===== src/rtl/dsl_port_pkg.sv =====
package dsl_port_pkg;

  // clock and derived rates
  localparam int unsigned CLK_HZ = 40_000_000;
  localparam int unsigned FLASH_HZ = 2;
  localparam int unsigned FLASH_HALF = CLK_HZ / (FLASH_HZ * 2);
  localparam int unsigned SUP_BAUD = 9600;
  localparam int unsigned SUP_BAUD_DIV = CLK_HZ / SUP_BAUD;
  localparam int unsigned SUP_DATA_BITS = 8;
  localparam int unsigned SUP_STOP_BITS = 1;
  localparam bit SUP_PARITY_EN = 1'b0;
  localparam int unsigned INT_BIT_HZ = 64_000;
  localparam int unsigned INT_HALF = CLK_HZ / (INT_BIT_HZ * 2);
  localparam int unsigned INT_W = 10;

  // register offsets (byte addresses)
  localparam logic [3:0] ADDR_CFG = 4'h0;
  localparam logic [3:0] ADDR_IDLE = 4'h4;
  localparam logic [3:0] ADDR_CMD = 4'h8;
  localparam logic [3:0] ADDR_STAT = 4'hc;

  // command bits at ADDR_CMD
  localparam int unsigned CMD_IDLE_COMMIT = 0;
  localparam int unsigned CMD_BACKUP = 1;
  localparam int unsigned CMD_RECALL = 2;
  localparam int unsigned CMD_DEFAULT = 3;

  // sticky flag bits, low nibble of ADDR_STAT
  localparam int unsigned FLG_SAVED = 0;
  localparam int unsigned FLG_RESTORED = 1;
  localparam int unsigned FLG_DEFAULTED = 2;
  localparam int unsigned FLG_REJECTED = 3;
  localparam int unsigned STAT_PINS_POS = 8;

  // role and clock source codes
  localparam logic [1:0] ROLE_CENTRAL = 2'h1;
  localparam logic [1:0] ROLE_REMOTE = 2'h2;
  localparam logic [1:0] PCLK_INT = 2'h0;
  localparam logic [1:0] PCLK_DTE = 2'h1;
  localparam logic [1:0] PCLK_DSL = 2'h2;

  // working configuration, low bits of ADDR_CFG in this order (msb first)
  typedef struct packed {
    logic [1:0] role;
    logic [7:0] idle_code;
    logic [4:0] rate_n;
    logic rate56;
    logic clk_inv;
    logic data_inv;
    logic ctl_perm;
    logic terminal_timing_select;
    logic [1:0] pclk_src;
  } cfg_t;

  localparam int unsigned CFG_W = $bits(cfg_t);

  localparam cfg_t CFG_FACTORY = '{
    role: ROLE_CENTRAL,
    idle_code: 8'hff,
    rate_n: 5'h01,
    rate56: 1'b0,
    clk_inv: 1'b0,
    data_inv: 1'b0,
    ctl_perm: 1'b0,
    terminal_timing_select: 1'b1,
    pclk_src: PCLK_INT
  };

  // pins from outside the clock domain
  typedef struct packed {
    logic dte_txc;
    logic dte_txd;
    logic dte_ext_clk;
    logic dte_rts;
    logic dte_dtr;
    logic loop_clk;
    logic loop_sync;
    logic loop_handshake;
    logic user_present;
    logic local_test;
    logic peer_test;
    logic alarm_any;
  } pin_t;

  typedef struct packed {
    logic loop;
    logic link;
    logic test;
    logic customer_premises_role;
    logic alarm;
  } led_t;

  typedef struct packed {
    logic cts;
    logic dsr;
    logic dcd;
  } ctl_t;

endpackage


===== src/rtl/dsl_port_ctrl.sv =====
`timescale 1ns/10ps
// Function
// - loop lamp on when synced, flashing after handshake, off otherwise
// - link lamp follows presence of the user interface
// - test lamp on for local test, flashing for peer test, else off
// - role lamp lit for remote unit, dark for central unit
// - alarm lamp on while any alarm is active
// - role code one selects central unit, two selects remote unit
// - idle code sent on idle channels; new code applies only on commit
// - line rate set only on central unit; remote follows peer rate
// - dte rate is N times 64k or N times 56k
// - normal clock samples dte data rising, inverted samples falling
// - inverted data polarity complements bits both directions
// - permanent mode asserts all control outputs; normal follows inputs
// - terminal timing on uses own clock, off uses dte clock
// - primary clock is internal, dte port, or loop recovered
// - dte primary clock only with terminal timing off; reject conflict
// - backup copies working config to stored slot, reports saved
// - recall loads stored config, keeps current role
// - default loads factory config (idle ff, 1x64k), keeps role
// - supervisory port runs 9600 baud, 8 data, no parity, 1 stop
module dsl_port_ctrl
  import dsl_port_pkg::*;
#(
  parameter int unsigned FLASH_HALF_CYC = FLASH_HALF,
  parameter int unsigned SUP_DIV_CYC = SUP_BAUD_DIV
) (
  input wire logic i_ref_clk,
  input wire logic i_nrst,
  // register port
  input wire logic [3:0] i_addr,
  input wire logic [31:0] i_wdata,
  input wire logic i_wr,
  input wire logic i_rd,
  output logic [31:0] o_rdata,
  // asynchronous pins
  input wire pin_t i_pins,
  // line side, same clock domain as the transceiver interface
  input wire logic i_line_rxd,
  input wire logic i_line_rx_strobe,
  input wire logic [4:0] i_peer_rate,
  input wire logic i_peer_rate_valid,
  output logic o_line_txd,
  output logic o_line_tx_strobe,
  // dte side
  output logic o_dte_rxd,
  output logic o_dte_rxc,
  output ctl_t o_dce_ctl,
  // supervisory port timing
  output logic o_sup_baud_tick,
  // indicators
  output led_t o_leds,
  output cfg_t o_cfg
);

  localparam int unsigned FLASH_W = $clog2(FLASH_HALF_CYC + 1);
  localparam int unsigned SUP_W = $clog2(SUP_DIV_CYC + 1);

  typedef struct packed {
    cfg_t cfg;
    cfg_t store;
    logic [7:0] idle_stage;
    logic [3:0] flags;
    pin_t s1;
    pin_t s2;
    pin_t s3;
    logic [FLASH_W-1:0] flash_cnt;
    logic flash;
    logic [SUP_W-1:0] sup_cnt;
    logic sup_tick;
    logic [INT_W-1:0] int_cnt;
    logic int_clk;
    logic int_clk_d;
    logic dte_bit;
    logic line_bit;
    logic [2:0] bit_idx;
    logic [4:0] slot;
    logic line_txd;
    logic line_stb;
    logic dte_rxd;
    ctl_t ctl;
    led_t leds;
    logic [31:0] rdata;
  } st_t;

  st_t r;
  st_t nxt;

  // line and dte data rest high, like an idle marking line
  localparam st_t ST_RESET = '{
    cfg: CFG_FACTORY,
    store: CFG_FACTORY,
    idle_stage: CFG_FACTORY.idle_code,
    flags: 4'h0,
    s1: '0,
    s2: '0,
    s3: '0,
    flash_cnt: '0,
    flash: 1'b0,
    sup_cnt: '0,
    sup_tick: 1'b0,
    int_cnt: '0,
    int_clk: 1'b0,
    int_clk_d: 1'b0,
    dte_bit: 1'b0,
    line_bit: 1'b0,
    bit_idx: 3'h0,
    slot: 5'h00,
    line_txd: 1'b1,
    line_stb: 1'b0,
    dte_rxd: 1'b1,
    ctl: '0,
    leds: '0,
    rdata: 32'h0000_0000
  };

  always_comb begin
    cfg_t wcfg;
    cfg_t base;
    logic [3:0] set_f;
    logic [3:0] clr_f;
    logic txc_rise;
    logic txc_fall;
    logic ext_rise;
    logic ext_fall;
    logic loop_rise;
    logic int_rise;
    logic int_fall;
    logic prim_tick;
    logic out_tick;
    logic sample;
    logic slot_active;
    logic stuff_bit;
    logic tx_bit;
    wcfg = '0;
    base = r.cfg;
    set_f = 4'h0;
    clr_f = 4'h0;
    txc_rise = 1'b0;
    txc_fall = 1'b0;
    ext_rise = 1'b0;
    ext_fall = 1'b0;
    loop_rise = 1'b0;
    int_rise = 1'b0;
    int_fall = 1'b0;
    prim_tick = 1'b0;
    out_tick = 1'b0;
    sample = 1'b0;
    slot_active = 1'b0;
    stuff_bit = 1'b0;
    tx_bit = 1'b0;
    nxt = r;

    // two-stage synchroniser, third stage only for edge finding
    nxt.s1 = i_pins;
    nxt.s2 = r.s1;
    nxt.s3 = r.s2;

    // free-running flash divider
    // runs with no lamp flashing, so all lamps flash in phase
    if (r.flash_cnt == FLASH_W'(FLASH_HALF_CYC - 1)) begin
      nxt.flash_cnt = '0;
      nxt.flash = ~r.flash;
    end else begin
      nxt.flash_cnt = r.flash_cnt + FLASH_W'(1);
    end

    // baud enable for the supervisory uart, 8n1 framing is fixed
    nxt.sup_tick = 1'b0;
    if (r.sup_cnt == SUP_W'(SUP_DIV_CYC - 1)) begin
      nxt.sup_cnt = '0;
      nxt.sup_tick = 1'b1;
    end else begin
      nxt.sup_cnt = r.sup_cnt + SUP_W'(1);
    end

    // internal bit clock
    // near 64 kHz only: the half period is cut to whole cycles
    nxt.int_clk_d = r.int_clk;
    if (r.int_cnt == INT_W'(INT_HALF - 1)) begin
      nxt.int_cnt = '0;
      nxt.int_clk = ~r.int_clk;
    end else begin
      nxt.int_cnt = r.int_cnt + INT_W'(1);
    end

    // edges from stages two and three; stage one only feeds stage two
    txc_rise = r.s2.dte_txc & ~r.s3.dte_txc;
    txc_fall = ~r.s2.dte_txc & r.s3.dte_txc;
    ext_rise = r.s2.dte_ext_clk & ~r.s3.dte_ext_clk;
    ext_fall = ~r.s2.dte_ext_clk & r.s3.dte_ext_clk;
    loop_rise = r.s2.loop_clk & ~r.s3.loop_clk;
    int_rise = r.int_clk & ~r.int_clk_d;
    int_fall = ~r.int_clk & r.int_clk_d;

    // dte receive sampling edge chosen by clock polarity
    sample = r.cfg.clk_inv ? txc_fall : txc_rise;
    if (sample) begin
      nxt.dte_bit = r.s2.dte_txd ^ r.cfg.data_inv;
    end

    // primary clock source drives the line framer
    unique case (r.cfg.pclk_src)
      PCLK_DTE: prim_tick = ext_rise;
      PCLK_DSL: prim_tick = loop_rise;
      default: prim_tick = int_rise;
    endcase

    // slots at or above N carry idle code
    slot_active = (r.slot < r.cfg.rate_n);
    stuff_bit = r.cfg.rate56 && (r.bit_idx == 3'h7);
    if (!slot_active) begin
      tx_bit = r.cfg.idle_code[3'h7 - r.bit_idx];
    end else if (stuff_bit) begin
      tx_bit = 1'b1;
    end else begin
      tx_bit = r.dte_bit;
    end

    // bit and strobe leave together; the strobe lasts one cycle
    nxt.line_stb = 1'b0;
    if (prim_tick) begin
      nxt.line_txd = tx_bit;
      nxt.line_stb = 1'b1;
      nxt.bit_idx = r.bit_idx + 3'h1;
      if (r.bit_idx == 3'h7) begin
        nxt.slot = r.slot + 5'h01;
      end
    end

    // data toward the dte
    if (i_line_rx_strobe) begin
      nxt.line_bit = i_line_rxd;
    end
    if (r.cfg.terminal_timing_select) begin
      out_tick = int_fall;
    end else begin
      out_tick = ext_fall;
    end
    if (out_tick) begin
      nxt.dte_rxd = r.line_bit ^ r.cfg.data_inv;
    end

    // control leads
    // dcd follows loop sync, there is no carrier pin of its own
    if (r.cfg.ctl_perm) begin
      nxt.ctl = '{cts: 1'b1, dsr: 1'b1, dcd: 1'b1};
    end else begin
      nxt.ctl.cts = r.s2.dte_rts;
      nxt.ctl.dsr = r.s2.dte_dtr;
      nxt.ctl.dcd = r.s2.loop_sync;
    end

    // indicators
    if (r.s2.loop_sync) begin
      nxt.leds.loop = 1'b1;
    end else if (r.s2.loop_handshake) begin
      nxt.leds.loop = r.flash;
    end else begin
      nxt.leds.loop = 1'b0;
    end
    nxt.leds.link = r.s2.user_present;
    // a local test outranks the peer's
    if (r.s2.local_test) begin
      nxt.leds.test = 1'b1;
    end else if (r.s2.peer_test) begin
      nxt.leds.test = r.flash;
    end else begin
      nxt.leds.test = 1'b0;
    end
    nxt.leds.customer_premises_role = (r.cfg.role == ROLE_REMOTE);
    nxt.leds.alarm = r.s2.alarm_any;

    // remote unit takes the rate run by the central unit
    if (r.cfg.role == ROLE_REMOTE && i_peer_rate_valid) begin
      nxt.cfg.rate_n = i_peer_rate;
    end

    // register writes
    // decoded on the strobe edge, so the master never waits
    if (i_wr) begin
      unique case (i_addr)
        ADDR_CFG: begin
          wcfg = cfg_t'(i_wdata[CFG_W-1:0]);
          if (wcfg.role != ROLE_CENTRAL && wcfg.role != ROLE_REMOTE) begin
            wcfg.role = r.cfg.role;
          end
          if (r.cfg.role == ROLE_REMOTE) begin
            wcfg.rate_n = nxt.cfg.rate_n;
          end
          // a config write never moves the idle code; commit, recall and default do
          wcfg.idle_code = r.cfg.idle_code;
          // a refused write leaves every field as it was
          if (wcfg.pclk_src == PCLK_DTE && wcfg.terminal_timing_select) begin
            set_f[FLG_REJECTED] = 1'b1;
          end else if (wcfg.pclk_src == 2'h3) begin
            set_f[FLG_REJECTED] = 1'b1;
          end else begin
            nxt.cfg = wcfg;
          end
        end
        ADDR_IDLE: nxt.idle_stage = i_wdata[7:0];
        ADDR_CMD: begin
          if (i_wdata[CMD_IDLE_COMMIT]) begin
            nxt.cfg.idle_code = r.idle_stage;
          end
          // backup stores the config as it stood before this write
          if (i_wdata[CMD_BACKUP]) begin
            nxt.store = r.cfg;
            set_f[FLG_SAVED] = 1'b1;
          end
          // default outranks recall; both keep the role
          if (i_wdata[CMD_DEFAULT]) begin
            base = CFG_FACTORY;
            base.role = r.cfg.role;
            nxt.cfg = base;
            nxt.idle_stage = CFG_FACTORY.idle_code;
            set_f[FLG_DEFAULTED] = 1'b1;
          end else if (i_wdata[CMD_RECALL]) begin
            base = r.store;
            base.role = r.cfg.role;
            nxt.cfg = base;
            nxt.idle_stage = r.store.idle_code;
            set_f[FLG_RESTORED] = 1'b1;
          end
        end
        ADDR_STAT: clr_f = i_wdata[3:0];
        default: ;
      endcase
    end
    // a flag raised in the same cycle as its clear survives
    nxt.flags = (r.flags & ~clr_f) | set_f;

    // read data stands only in the cycle after the strobe
    // unmapped and command reads return zero
    nxt.rdata = 32'h0000_0000;
    if (i_rd) begin
      unique case (i_addr)
        ADDR_CFG: nxt.rdata = 32'(r.cfg);
        ADDR_IDLE: nxt.rdata = 32'(r.idle_stage);
        ADDR_STAT: begin
          nxt.rdata[3:0] = r.flags;
          nxt.rdata[STAT_PINS_POS +: $bits(pin_t)] = r.s2;
        end
        default: nxt.rdata = 32'h0000_0000;
      endcase
    end
  end

  // reset loads one constant record, so no state escapes it
  always_ff @(posedge i_ref_clk or negedge i_nrst) begin
    if (!i_nrst) begin
      r <= ST_RESET;
    end else begin
      r <= nxt;
    end
  end

  // every output is a register bit; nothing combinational leaves
  assign o_rdata = r.rdata;
  assign o_line_txd = r.line_txd;
  assign o_line_tx_strobe = r.line_stb;
  assign o_dte_rxd = r.dte_rxd;
  assign o_dte_rxc = r.int_clk;
  assign o_dce_ctl = r.ctl;
  assign o_sup_baud_tick = r.sup_tick;
  assign o_leds = r.leds;
  assign o_cfg = r.cfg;

endmodule // dsl_port_ctrl


===== config.mk =====
export PLATFORM = sky130hd
export DESIGN_NAME = dsl_port_ctrl
export DESIGN_NICKNAME = d
export VERILOG_FILES = /design/src/rtl/dsl_port_pkg.sv /design/src/rtl/dsl_port_ctrl.sv
export SDC_FILE = /design/constraint.sdc
export NUM_CORES = 1
export LEC_CHECK = 0
export BUFFER_PORTS_ARGS = -buffer_cell sky130_fd_sc_hd__buf_2
export CAP_MARGIN = 40
export CELL_PAD_IN_SITES_DETAIL_PLACEMENT = 1
export CELL_PAD_IN_SITES_GLOBAL_PLACEMENT = 2
export CORE_ASPECT_RATIO = 1.25
export CORE_MARGIN = 4
export CORE_UTILIZATION = 34
export DETAILED_ROUTE_END_ITERATION = 10
export PLACE_DENSITY = 0.88
export SYNTH_ARGS = -nofsm -noshare
export SYNTH_HDL_FRONTEND = slang
export SYNTH_SLANG_ARGS = --single-unit
export TNS_END_PERCENT = 30

===== constraint.sdc =====
create_clock -name i_ref_clk -period 1.8 [get_ports i_ref_clk]
set_input_delay 0.09 -clock i_ref_clk [delete_from_list [all_inputs] [get_ports i_ref_clk]]
set_output_delay 0.09 -clock i_ref_clk [all_outputs]
set_load 0.1 [all_outputs]

==> results.md <==
- The run finished, with violations left.
- The checks that failed: negative setup slack.
- Synthesis inferred 175 register bits.
- The category of the critical setup timing path is flip-flop to flip-flop.
- The relative contribution of sequential cells to total power is 43.4%.
- The synthesized area per cell is 11.4 um^2.
- Measured against its own limit, the worst slew margin works out to 61.9%.
- The slowest cell on the critical path is or4bb_4.
- The final worst-path cycle share is 108%.
- After Yosys synthesis, full adders, half adders and majority gates account for 2.02% of the synthesized area.
- After global routing, the most crowded layer is met2.
- For this run, the slowest stage of the critical path takes 540 ps.
- The largest delay contributor family on the critical path is simple AND/OR/NAND/NOR gates.
- The die covers 26200 um^2.
- Clock tree synthesis found a total of 175 sinks.
- The clock root buffer is clkbuf_16.
- Ranked by instance count, the synthesized netlist is headed by dfrtp_1 (144), buf_4 (65), nor2_1 (52).
- The most frequently used cell type in the post-synthesis netlist is dfrtp_1.
- The tightest hold path in the finished design has a slack of 7.29 ps.
- The area of the placeable core is 23200 um^2.
- By area the synthesized netlist is led by dfrtp_1 (45%), dfstp_2 (10%), buf_4 (6.1%).
- The maximum clock frequency is 0.512 GHz.
- The horizontal extent of the die is 146 um.
- For this design the total switching power over the nets is 3.58 mW.
- Between clock sinks in the finished design, the worst skew comes to 9.85 ps.
- The maximum buffer depth of the clock tree is 2.
- The congestion estimate from routability-driven global placement came to 0.782.
- The final core utilization is 42.0%.
- The floorplan die height is 180 um.
- The leakage power summed over all cells is 4.43 nW.
- After detailed routing, the number of vias per cell comes to 5.13.
- Setup repair after global routing could not meet its margin everywhere.
- The count of cells along the worst hold path is 3.
- The critical path required time is 2110 ps.
- After Yosys synthesis, and, or, nand and nor cells account for 15.1% of the synthesized area.
- The TritonCTS clock tree is done.
- The DRC marker count from the first detailed-route iteration is 232.
- At the pin with the least slew margin, the transition time is 569 ps.
- The number of synthesis warnings is 0.
- For met3 alone, demand over resource in global routing was 2.94%.
- The biggest fanout along the worst timing path is 4.
- The post-detailed-route DRC marker count is 0.
- Yosys mapped the design onto 67 distinct sky130hd cell types.
- The combined area of all synthesized cells is 8060 um^2.
- Traced cell by cell, the critical path runs through inv_1 -> ha_1 -> or4bb_4 -> a31oi_4 -> mux2_4.
- The proportion of synthesized area in mux cells is 5.34%.
- The max-slew violation count is 0.
- The synthesized netlist devotes 9.97% of its cell area to compound gates.
- The critical path crosses 5 cells after its start point.
- The total wire length is 21.5 mm.
- The top-level port count is 127.
- Data arrives at the worst endpoint at 2260 ps.
- The number of endpoints with negative hold slack in the final report is 0.
- The worst-case IR drop observed on VDD is 656 uV.
- For this block, the via count after detailed routing is 5791.
- In this run the core area contains 62 standard-cell rows.
- After global routing the overflow that remains totals 0.
- Once the floorplan was initialized, standard cells occupied 34.7% of the core.
- After detailed routing, the average wire length per cell comes to 19.1 um.
- The cell type with the highest aggregate area in the netlist is dfrtp_1.
- The gate count after technology mapping is 710.
- At the later pin of the worst-skew pair, clock insertion delay measures 430 ps.
- Of the total synthesized cell area, the portion taken by XOR and XNOR cells is 4.56%.
- After clock tree synthesis, the clock-pin slew on the worst setup and hold paths is 70 ps.
- The half-perimeter wire length of the detailed placement result is 15.1 mm.
- The share of the Yosys chip area taken by registers is 54.8%.
- The met1 routing resource usage after global routing is 20.1%.
- The synthesis-to-layout area growth is 21.0%.
- Buffers placed on the I/O ports in this run total 98.
- The logic gate share of total power is 21.2%.
- The worst register-to-register path has a depth of 5.
- Before antenna repair, the detailed router went through 4 iterations.
- The number of antenna violations at the first check in global routing is 0.
- Entering global routing, the biggest net connects 50 pins.
- Net switching is 32.7% of the power.
- Across all setup checks in the final design, the least slack found is -152 ps.
- 0 antenna diodes ended up in the layout.
- Timing analysis after detailed placement gives a worst setup slack of -249 ps.
- The number of nets with antenna violations after detailed routing is 0.
- The via count of the first global-routing pass came to 6367.
- Fill cells in the final layout number 2532.
- The top-area cell type share of the netlist area is 44.7%.
- The max-capacitance violation count is 0.
- The met2 track demand over resource is 29.9%.
- The power after layout is 11.0 mW.
- Counting I/O delays and the setup requirement, the final critical path takes 1950 ps.
- Across every metal layer, demand over resource in global routing totals 16.7%.
- The number of flops mapped to enable cells by yosys is 0.
- The sum of buffers and inverters on the critical path is 1.
- For this design the ratio of total power to cell area is 1130 nW/um^2.
- The most used flip-flop cell after synthesis is dfrtp_1.
- The first global-routing pass estimated 35.1 mm of wire.
- For the final routed database, the setup TNS stands at -828 ps.
- In this run the worst hold path is classified as input pin to flip-flop.
- Buffers inserted during clock tree synthesis total 17.
- Of the cells placed in the final design, the portion with a size suffix greater than 1 is 31.9%.
- STA classifies the critical path endpoint as a flip-flop.
- The number of setup violations in the final report is 8.
- After synthesis, the largest family of logic cells by area is simple AND/OR/NAND/NOR gates.
- The net count of the finished layout is 901.
- The number of H-tree levels is 4.
- Cell internal power was estimated by the tool at 7.39 mW.
- The fraction of registers with async set/reset is 100%.
- The worst setup path is launched from a flip-flop.
- In this run, the clock network consumes 35.4% of the power.
[cell usage in the layout (no fill, tap or decap), types with 5 or more instances in the layout]
master / n
a22oi_1: 30
and4_1: 6
a21oi_1: 28
xor2_1: 15
o21ai_1: 5
mux2_2: 27
nand3_1: 19
inv_1: 18
clkbuf_16: 17
xnor2_1: 27
buf_4: 47
mux2i_1: 7
nand2_1: 37
dfstp_2: 31
dfrtp_1: 144
conb_1: 10
ha_1: 12
and2_1: 8
and3_1: 14
nor2b_1: 24
o21ai_0: 15
a211oi_1: 9
o22ai_1: 5
buf_2: 97
dlygate4sd3_1: 28
nor2_1: 52
nand4_1: 15
[per-stage QoR]
step	cell area (um^2)	cells
after global routing	9750	1129
after detailed placement	8810	1067
after CTS	9750	1129
after global placement	8810	1067
final	9750	1129
after floorplan	8110	719
[logic make-up after synthesis]
family                     count (synthesis)
and+or+nand+nor                          215
DFF                                      175
AOI/OAI and AO/OA                        120
buffers and inverters                    107
xor gates and xnor gates                  42
muxes                                     37
adders and majority gates                 13
other                                      1
[sequential cells by signal, indices dropped and copies added, names as in the netlist, 3 cells and up]
name / cells
o_rdata: 22
o_leds: 5
o_cfg: 22
o_dce_ctl: 3
r: 94
nxt: 24
[worst reg2reg max path, cell delays in order (launching register included)]
cell and delay, ps:
dfrtp_1 420, inv_1 110, ha_1 150, or4bb_4 540, a31oi_4 290, mux2_4 330
[area by class of cell]
type | instances | area (um^2) | share of cell area, %
clock inverter | 11 | 155 | 1.59
multi-input combinational | 437 | 3060 | 31.4
timing repair buffer | 178 | 1220 | 12.5
clock buffer | 21 | 460 | 4.72
sequential | 175 | 4420 | 45.3
inverter | 19 | 71.3 | 0.731
tap | 288 | 360 | 3.70
[per-layer routing]
layer / routed length [um] / up-vias
li1: - / 2659
met2: 11300 / 117
met4: 453 / 0
met1: 9100 / 2986
met5: 0 / -
met3: 693 / 29
[worst paths after layout]
path / start / slack (ps) / to
worst max register to register: o_cfg[1]$_DFFE_PN0P_ / -150 / r[44]$_DFFE_PN0P_
worst max-delay path: o_cfg[1]$_DFFE_PN0P_ / -150 / r[44]$_DFFE_PN0P_
max in group asynchronous: i_nrst / 840 / o_cfg[13]$_DFFE_PN1P_
min in group asynchronous: i_nrst / 190 / nxt[113]$_DFF_PN0_
worst min-delay path: i_wdata[9] / 7 / o_cfg[9]$_DFF_PN0_
worst min register to register: nxt[118]$_DFF_PN0_ / 340 / nxt[106]$_DFF_PN0_
[power groups by stage]
stage / registers, mW / logic, mW / clock network, mW
final: 4.76 / 2.33 / 3.88
after CTS: 4.75 / 2.35 / 3.96
after global placement: 4.80 / 2.18 / 0
after global routing: 4.80 / 2.47 / 4.14
after floorplan: 4.83 / 1.68 / 0
after detailed placement: 4.81 / 2.24 / 0
[repair_timing]
item / 4_1_cts / 5_1_grt
endpoints found under the setup margin: 10 / 13
hold buffers: 28 / 0
pin swaps: 5 / 3
buffers inserted: 2 / 0
resized for setup: 7 / 1
hold endpoints to repair: 67 / 0
Power figures use the tool's default switching activity.
